==> src/uart9_pkg.sv <==
// Summary of operation
// - Both mode-select bits set selects variable-rate 9-bit full-duplex mode.
// - Frame: low start, eight data bits LSB first, ninth bit, high stop.
// - Transmitter sends the tx_ninth_bit control bit as each frame's ninth bit.
// - Accepted frame's ninth bit is stored in the rx_ninth_bit status bit.
// - Accept when done flag clear and filter off, or ninth bit one with an address match; set flag.
// - Rejected frames leave data buffer, ninth-bit status and done flag untouched.
// - Receiver always returns to watching for the next start edge.
// - Received stop bit value never affects buffer, ninth bit or done flag.
// - Address recognition works only in 9-bit modes with filter bit set.
// - With filtering on, frames with ninth bit zero are dropped silently.
// - With filtering on, address frames must match the slave address to flag.
// - Comparison only checks bit positions whose mask bit is one.
// - The broadcast address matches on every slave.
// - In idle low-power mode only a matching address causes a wake-up.
// - Writing the data buffer loads the shifter and starts a frame.
// - After the last bit, sending ends and the transmit-done flag sets.
// - Reception needs receive enable; falling edge starts it and resets timing.
// - Mode 11 bit rate comes from a timer overflow, mode 10 from a fixed clock divide; single-cycle mode is twelve times faster.
package uart9_pkg;

  localparam int unsigned APB_ADDR_W = 12;

  // ****************************************************************
  // Register indices; byte address is four times the index
  // ****************************************************************
  localparam logic [7:0] CTRL_INDEX  = 8'h98;
  localparam logic [7:0] DATA_INDEX  = 8'h99;
  localparam logic [7:0] BAUD_INDEX  = 8'h9a;
  localparam logic [7:0] POWER_INDEX = 8'h9c;
  localparam logic [7:0] ADDR_INDEX  = 8'ha9;
  localparam logic [7:0] MASK_INDEX  = 8'hb9;

  // ****************************************************************
  // Control register fields
  // ****************************************************************
  localparam int unsigned MODE_HIGH_BIT = 7;
  localparam int unsigned MODE_LOW_BIT  = 6;
  localparam int unsigned FILTER_BIT    = 5;
  localparam int unsigned RX_ENABLE_BIT = 4;
  localparam int unsigned TX_NINTH_BIT  = 3;
  localparam int unsigned RX_NINTH_BIT  = 2;
  localparam int unsigned TX_DONE_BIT   = 1;
  localparam int unsigned RX_DONE_BIT   = 0;
  localparam int unsigned BAUD_1T_BIT   = 16;

  // ****************************************************************
  // Reset values and counts
  // ****************************************************************
  localparam logic [7:0]  CTRL_RESET        = 8'h00;
  localparam logic [7:0]  ADDR_RESET        = 8'h00;
  localparam logic [7:0]  MASK_RESET        = 8'h00;
  localparam logic [15:0] RELOAD_RESET      = 16'hfff0;
  localparam logic [15:0] TIMER_TOP         = 16'hffff;
  localparam logic [3:0]  PRESCALE_LAST     = 4'hb;
  localparam logic [1:0]  FIXED_DIV_LAST    = 2'h3;
  localparam logic [3:0]  MID_TICK          = 4'h7;
  localparam logic [3:0]  LAST_TICK         = 4'hf;
  localparam logic [3:0]  RX_LAST_BIT       = 4'h8;
  localparam logic [3:0]  TX_LAST_BIT       = 4'ha;
  localparam logic [7:0]  BROADCAST_ADDRESS = 8'hff;

  typedef enum logic [1:0] {
    RX_IDLE  = 2'b00,
    RX_START = 2'b01,
    RX_SHIFT = 2'b10,
    RX_STOP  = 2'b11
  } rx_state_type;

  typedef enum logic {
    TX_IDLE = 1'b0,
    TX_SEND = 1'b1
  } tx_state_type;

endpackage

==> src/uart_ninebit_address_filter.sv <==
// The APB interface to the registers was decided locally.
`timescale 1ns/1ps
module uart_ninebit_address_filter
(
  input  wire logic                             ref_clk,
  input  wire logic                             rst,
  input  wire logic                             clk_en,
  input  wire logic                             psel,
  input  wire logic                             penable,
  input  wire logic                             pwrite,
  input  wire logic [uart9_pkg::APB_ADDR_W-1:0] paddr,
  input  wire logic [31:0]                      pwdata,
  output logic      [31:0]                      prdata,
  output logic                                  pready,
  output logic                                  pslverr,
  input  wire logic                             rx_pin,
  output logic                                  tx_pin,
  output logic                                  rx_done,
  output logic                                  tx_done,
  output logic                                  wake
);
  import uart9_pkg::*;

  // ****************************************************************
  // Registers and internal state
  // ****************************************************************
  logic [7:0]   ctrl;
  logic [7:0]   slave_address;
  logic [7:0]   slave_address_mask;
  logic [7:0]   rx_buffer;
  logic [15:0]  baud_reload;
  logic         baud_single;
  logic         idle_mode;
  logic [3:0]   prescale;
  logic [15:0]  baud_timer;
  logic [1:0]   fixed_count;
  logic         baud_tick;
  logic         rx_meta;
  logic         rx_sync;
  logic         rx_prev;
  rx_state_type rx_state;
  logic [3:0]   rx_phase;
  logic [3:0]   rx_count;
  logic [8:0]   rx_shift;
  tx_state_type tx_state;
  logic [3:0]   tx_phase;
  logic [3:0]   tx_count;
  logic [10:0]  tx_shift;

  logic       nine_bit_mode;
  logic       filter_on;
  logic       apb_done;
  logic       wr_ctrl;
  logic       wr_data;
  logic [7:0] reg_index;
  logic       rx_fall;
  logic       rx_sample;
  logic       frame_end;
  logic       addr_match;
  logic       accept;
  logic       tx_start;
  logic       tx_bit_end;
  logic       tx_finish;
  logic [31:0] next_prdata;
  logic        next_pslverr;

  assign nine_bit_mode = ctrl[MODE_HIGH_BIT];
  assign filter_on     = nine_bit_mode & ctrl[FILTER_BIT];
  assign apb_done      = clk_en & psel & penable & pready;
  assign reg_index     = paddr[9:2];
  assign wr_ctrl       = apb_done & pwrite & (paddr[11:10] == 2'b00) & (reg_index == CTRL_INDEX);
  assign wr_data       = apb_done & pwrite & (paddr[11:10] == 2'b00) & (reg_index == DATA_INDEX);

  // ****************************************************************
  // APB slave: one wait state, registered answer
  // ****************************************************************
  always_comb
  begin
    next_prdata  = 32'h0000_0000;
    next_pslverr = 1'b0;
    if (paddr[11:10] != 2'b00 || paddr[1:0] != 2'b00)
      next_pslverr = 1'b1;
    else
    begin
      case (reg_index)
        CTRL_INDEX:  next_prdata = {24'h00_0000, ctrl};
        DATA_INDEX:  next_prdata = {24'h00_0000, rx_buffer};
        BAUD_INDEX:  next_prdata = {15'h0000, baud_single, baud_reload};
        POWER_INDEX: next_prdata = {31'h0000_0000, idle_mode};
        ADDR_INDEX:  next_prdata = {24'h00_0000, slave_address};
        MASK_INDEX:  next_prdata = {24'h00_0000, slave_address_mask};
        default:     next_pslverr = 1'b1;
      endcase
    end
  end

  always_ff @(posedge ref_clk or posedge rst)
  begin
    if (rst)
    begin
      pready  <= 1'b0;
      prdata  <= 32'h0000_0000;
      pslverr <= 1'b0;
    end
    else if (clk_en)
    begin
      pready  <= psel & penable & ~pready;
      prdata  <= next_prdata;
      pslverr <= next_pslverr & psel & penable & ~pready;
    end
  end

  // Plain configuration registers; an erroring write stores nothing
  always_ff @(posedge ref_clk or posedge rst)
  begin
    if (rst)
    begin
      slave_address      <= ADDR_RESET;
      slave_address_mask <= MASK_RESET;
      baud_reload        <= RELOAD_RESET;
      baud_single        <= 1'b0;
    end
    else if (apb_done && pwrite && !pslverr)
    begin
      if (reg_index == ADDR_INDEX)
        slave_address <= pwdata[7:0];
      if (reg_index == MASK_INDEX)
        slave_address_mask <= pwdata[7:0];
      if (reg_index == BAUD_INDEX)
      begin
        baud_reload <= pwdata[15:0];
        baud_single <= pwdata[BAUD_1T_BIT];
      end
    end
  end

  // ****************************************************************
  // Control register: hardware events override a same-cycle write
  // ****************************************************************
  always_ff @(posedge ref_clk or posedge rst)
  begin
    if (rst)
      ctrl <= CTRL_RESET;
    else if (clk_en)
    begin
      if (wr_ctrl && !pslverr)
        ctrl <= pwdata[7:0];
      if (accept)
      begin
        ctrl[RX_NINTH_BIT] <= rx_shift[8];
        ctrl[RX_DONE_BIT]  <= 1'b1;
      end
      if (tx_finish)
        ctrl[TX_DONE_BIT] <= 1'b1;
    end
  end

  always_ff @(posedge ref_clk or posedge rst)
  begin
    if (rst)
    begin
      rx_done <= 1'b0;
      tx_done <= 1'b0;
    end
    else if (clk_en)
    begin
      rx_done <= ctrl[RX_DONE_BIT];
      tx_done <= ctrl[TX_DONE_BIT];
    end
  end

  // ****************************************************************
  // Bit-rate generator: 16 ticks per bit
  // ****************************************************************
  // Mode 11 uses the reloading timer; mode 10 a fixed clock divide
  always_ff @(posedge ref_clk or posedge rst)
  begin
    if (rst)
    begin
      prescale    <= 4'h0;
      // Start at the reset reload, not zero, or the first tick is 65536 counts away
      baud_timer  <= RELOAD_RESET;
      fixed_count <= 2'h0;
      baud_tick   <= 1'b0;
    end
    else if (clk_en)
    begin
      baud_tick <= 1'b0;
      if (ctrl[MODE_LOW_BIT])
      begin
        if (baud_single || prescale == PRESCALE_LAST)
        begin
          prescale <= 4'h0;
          if (baud_timer == TIMER_TOP)
          begin
            baud_timer <= baud_reload;
            baud_tick  <= 1'b1;
          end
          else
            baud_timer <= baud_timer + 16'h0001;
        end
        else
          prescale <= prescale + 4'h1;
      end
      else
      begin
        fixed_count <= fixed_count + 2'h1;
        if (fixed_count == FIXED_DIV_LAST)
          baud_tick <= 1'b1;
      end
    end
  end

  // ****************************************************************
  // Receiver
  // ****************************************************************
  always_ff @(posedge ref_clk or posedge rst)
  begin
    if (rst)
    begin
      rx_meta <= 1'b1;
      rx_sync <= 1'b1;
      rx_prev <= 1'b1;
    end
    else if (clk_en)
    begin
      rx_meta <= rx_pin;
      rx_sync <= rx_meta;
      rx_prev <= rx_sync;
    end
  end

  assign rx_fall    = rx_prev & ~rx_sync;
  assign rx_sample  = clk_en & baud_tick & (rx_phase == MID_TICK);
  assign frame_end  = (rx_state == RX_STOP) & rx_sample;
  assign addr_match = (((rx_shift[7:0] ^ slave_address) & slave_address_mask) == 8'h00)
                    | (rx_shift[7:0] == BROADCAST_ADDRESS);
  // Stop bit level is never looked at
  assign accept = frame_end & ~ctrl[RX_DONE_BIT]
                & (~filter_on | (rx_shift[8] & addr_match));

  always_ff @(posedge ref_clk or posedge rst)
  begin
    if (rst)
    begin
      rx_state <= RX_IDLE;
      rx_phase <= 4'h0;
      rx_count <= 4'h0;
      rx_shift <= 9'h000;
    end
    else if (clk_en)
    begin
      if (baud_tick)
        rx_phase <= rx_phase + 4'h1;
      case (rx_state)
        RX_IDLE:
          if (ctrl[RX_ENABLE_BIT] && nine_bit_mode && rx_fall)
          begin
            rx_state <= RX_START;
            rx_phase <= 4'h0;
          end
        RX_START:
          if (rx_sample)
          begin
            rx_count <= 4'h0;
            rx_state <= rx_sync ? RX_IDLE : RX_SHIFT;
          end
        RX_SHIFT:
          if (rx_sample)
          begin
            rx_shift <= {rx_sync, rx_shift[8:1]};
            rx_count <= rx_count + 4'h1;
            if (rx_count == RX_LAST_BIT)
              rx_state <= RX_STOP;
          end
        RX_STOP:
          if (rx_sample)
            rx_state <= RX_IDLE;
        default:
          rx_state <= RX_IDLE;
      endcase
    end
  end

  // Rejected frames leave the read buffer alone
  always_ff @(posedge ref_clk or posedge rst)
  begin
    if (rst)
      rx_buffer <= 8'h00;
    else if (accept)
      rx_buffer <= rx_shift[7:0];
  end

  // ****************************************************************
  // Idle power mode and wake-up
  // ****************************************************************
  always_ff @(posedge ref_clk or posedge rst)
  begin
    if (rst)
    begin
      idle_mode <= 1'b0;
      wake      <= 1'b0;
    end
    else if (clk_en)
    begin
      wake <= 1'b0;
      if (apb_done && pwrite && !pslverr && reg_index == POWER_INDEX)
        idle_mode <= pwdata[0];
      if (accept && filter_on && idle_mode)
      begin
        wake      <= 1'b1;
        idle_mode <= 1'b0;
      end
    end
  end

  // ****************************************************************
  // Transmitter
  // ****************************************************************
  // A write while a frame is in flight is dropped rather than corrupting it
  assign tx_start   = wr_data & ~pslverr & nine_bit_mode & (tx_state == TX_IDLE);
  assign tx_bit_end = clk_en & baud_tick & (tx_phase == LAST_TICK) & (tx_state == TX_SEND);
  assign tx_finish  = tx_bit_end & (tx_count == TX_LAST_BIT);

  always_ff @(posedge ref_clk or posedge rst)
  begin
    if (rst)
    begin
      tx_state <= TX_IDLE;
      tx_phase <= 4'h0;
      tx_count <= 4'h0;
      tx_shift <= 11'h7ff;
      tx_pin   <= 1'b1;
    end
    else if (clk_en)
    begin
      case (tx_state)
        TX_IDLE:
          if (tx_start)
          begin
            tx_shift <= {1'b1, ctrl[TX_NINTH_BIT], pwdata[7:0], 1'b0};
            tx_pin   <= 1'b0;
            tx_phase <= 4'h0;
            tx_count <= 4'h0;
            tx_state <= TX_SEND;
          end
        TX_SEND:
        begin
          if (baud_tick)
            tx_phase <= tx_phase + 4'h1;
          if (tx_bit_end)
          begin
            tx_shift <= {1'b1, tx_shift[10:1]};
            tx_pin   <= tx_shift[1];
            tx_count <= tx_count + 4'h1;
            if (tx_finish)
            begin
              tx_state <= TX_IDLE;
              tx_pin   <= 1'b1;
            end
          end
        end
        default:
          tx_state <= TX_IDLE;
      endcase
    end
  end
endmodule

==> config.mk <==
export PLATFORM = sky130hd
export DESIGN_NAME = uart_ninebit_address_filter
export DESIGN_NICKNAME = d
export VERILOG_FILES = /design/src/uart9_pkg.sv /design/src/uart_ninebit_address_filter.sv
export SDC_FILE = /design/constraint.sdc
export NUM_CORES = 1
export LEC_CHECK = 0
export BUFFER_PORTS_ARGS = -buffer_cell sky130_fd_sc_hd__buf_2
export CAP_MARGIN = 30
export CORE_AREA = 2 2 125 176
export DETAILED_ROUTE_END_ITERATION = 8
export DIE_AREA = 0 0 127 178
export PLACE_DENSITY = 0.49
export SYNTH_ARGS = -nofsm -noshare
export SYNTH_HDL_FRONTEND = slang
export SYNTH_SLANG_ARGS = --single-unit
==> constraint.sdc <==
create_clock -name ref_clk -period 4.7 [get_ports ref_clk]
set_clock_uncertainty 0.15 [all_clocks]
set_input_delay 0.47 -clock ref_clk [delete_from_list [all_inputs] [get_ports ref_clk]]
set_output_delay 0.47 -clock ref_clk [all_outputs]
set_load 0.01 [all_outputs]
==> results.toml <==
[cts]
ctsRootBufferMaster = "clkbuf_16"
cts_sinks = 136
clk_latency_ns = 0.42
h-tree-depth = 4
clock_path_buffers = 2
cts_inserted_buffers = 17
cts_tree = "yes"
cts.clk_slew.worst_paths_ns = 0.06
ctsResizeCount = 0

[global_routing]
grt_pass1_vias = 4938
grt_pass1_wl_um = 27500
grt_overflow = 0
grt_use_total_pct = 15.8
grt_max_degree = 106
antenna_found_initial = 0

[finish]
fin_nets = 713
seq_area_mm2 = 0.00345
num_antenna_cells = 0
final_cell_mix = "99 x dfrtp_1, 68 x mux2_2, 58 x buf_2, 55 x nand2_1"
synthToLayoutAreaGrowth_pct = 16.5
layout-drive-gt1-share_pct = 30.8
multi_input_area_mm2 = 0.00297
final_common_cell = "dfrtp_1"
n_fill_cell = 2091
final_area_mm2 = 0.00774

[synthesis]
syn_area_per_cell_um2 = 11.1
synthAdderAreaFrac_pct = 1.70
ys_types = 57
ys_seq_elements = 136
postSynthCellCount = 597
synthSimpleGateAreaFrac_pct = 13.3
ys_seq_area_share_pct = 51.9
synth_xor_area_share_pct = 2.51
muxShareOfSynthArea_pct = 13.9
synthFlopType = "dfrtp_1"
synth_area_mm2 = 0.00664
ys_warn_count = 0
synth-edff-count = 0
postSynth.asyncResetShare_pct = 100
synth_compound_area_share_pct = 12.5
synth_top_family_by_area = "multiplexers"

[floorplanning]
ios = 89
die_w_um = 127
start_util_pct = 31.7
std_cell_rows = 63
die-area_mm2 = 0.0226
die_h_um = 178
core_area_mm2 = 0.0210

[pwr]
vdd_drop_max_v = 0.000253
p_leak_uw = 0.00359
fin_total_pwr_uw = 2780
power.density_mw_per_mm2 = 359

[run]
cap_violations = 0

[worst_setup_path]
cpPeakStageDelay_ns = 0.53
startpoint_type = "flop"
critPathCaptureType = "flop"
crit_chain = "ha_1 > nand4_1 > or3_1 > or4_1 > nor2_2 > mux2_2"
worstPathArrival_ns = 2.98
critPathRequiredTime_ns = 4.85
path_max_fanout = 11
worst-setup-path-type = "flop to flop"
cpMaxStageDelayCell = "or4_1"

[detailed_routing]
routed_wl_um = 16800
vias = 4899
viasPerCell = 5.29
dr.pass1.iters = 4
drc_errors = 0
drt_iter0_markers = 204
wl_per_cell_um = 18.1
antenna_left = 0

[outcome]
status = "finished clean"

[timing]
tightest_slew_ns = 0.879
period_share_pct = 60.3
setup_tns_ns = 0
setup_violations = 0
rsz0062_at_grt = "no"
hold_viol = 0
fmax_ghz = 0.353
min_period_ns = 2.83
drv_slew = 0
slew_headroom_pct = 41.3

[worst_hold_path]
hold_class = "input pin to flop"

[placement]
hpwl_um = 12100
portBuffers = 58
placed_cell_area_mm2 = 0.00711
gp_congestion = 0.810
-- metal layers --
metal / track usage [%] / vias up / wire, µm
met5: 0 / - / 0
met4: 5.45 / 0 / 301
met3: 3.87 / 22 / 645
met2: 27.8 / 115 / 8660
met1: 18.8 / 2506 / 7140
li1: - / 2256 / -
-- worst max-delay path: cells and delay by family (launching register included) --
family | cells | cell delay, ns
adder cells (fa/ha/maj) | 1 | 0.20
flip-flops | 1 | 0.38
AND/OR/NAND/NOR | 4 | 1.58
multiplexers | 1 | 0.41
-- report_power, final --
| part | internal, µW | total, µW | switching, µW |
|---|---|---|---|
| Sequential | 1210 | 1260 | 46.0 |
| Clock | 859 | 1350 | 491 |
| Combinational | 66.0 | 166 | 100 |
| Total | 2140 | 2780 | 637 |
-- cell usage after synthesis (all sizes together), types with 4 or more instances --
master  number  area share [%]
a21oi       30             2.3
a22o        12             1.6
a22oi        6            0.68
a31oi        7            0.66
buf         23             2.5
clkbuf      17            0.96
dfrtp       99              37
dfstp       37              15
ha           9             1.7
inv         12            0.68
mux2        69              12
mux2i       14             2.1
nand2       55             3.1
nand2b       4            0.38
nand3       22             1.7
nand4       14             1.3
nand4b       4            0.53
nor2        38             2.2
nor3        11            0.90
o211a        6            0.90
o21a         9             1.0
o21ai       21             1.6
o22a         8             1.1
o31ai        7            0.79
or4          4            0.45
xnor2        5            0.66
xor2        14             1.8
-- registers in the layout (all words and copies together), names as in the netlist, 8 cells and up, named ones only --
name / count
baud_reload: 16
baud_timer: 16
ctrl: 8
prdata: 17
rx_buffer: 8
rx_shift: 9
slave_address: 8
slave_address_mask: 8
tx_shift: 9
-- metrics by stage --
stage                     instances  hold slack (ns)  setup slack, ns  util [%]
after floorplan                 611            0.298            0.502         -
after global placement          891            0.312             1.54      33.9
after detailed placement        892            0.326             1.52      33.9
after CTS                       924            0.111             1.85      36.7
after global routing            926            0.113             1.69      36.9
final                           926            0.130             1.87      36.9
-- area by class of cell --
cell class	instances	area share [%]
Sequential cell	136	44.6
Tap cell	260	4.20
Clock inverter	9	1.62
Multi-Input combinational cell	423	38.4
Clock buffer	23	6.04
Timing Repair Buffer	63	4.53
Inverter	12	0.647
-- final timing paths --
kind	start	end	slack, ns	depth (start not counted)
max in group asynchronous	rst	tx_shift[1]	3.25	4
min	rx_pin	rx_meta	0.13	2
min in group asynchronous	rst	slave_address[2]	0.41	3
max reg2reg	rx_phase[0]	rx_buffer[7]	1.87	6
min reg2reg	fixed_count[0]	fixed_count[0]	0.33	1
max	rx_phase[0]	rx_buffer[7]	1.87	6
-- logic make-up after synthesis --
family                   Yosys count
AND/OR/NAND/NOR                  175
XOR/XNOR                          19
multiplexers                      83
other                              1
buffers and inverters             52
flip-flops                       136
AO/OA/AOI/OAI                    122
adder cells (fa/ha/maj)            9
-- what timing repair did --
action,in CTS,in global routing
endpoints found under the hold margin,0,22
hold buffers,0,1
setup buffers,0,0
Note: power is estimated with default switching activity, not from simulation.
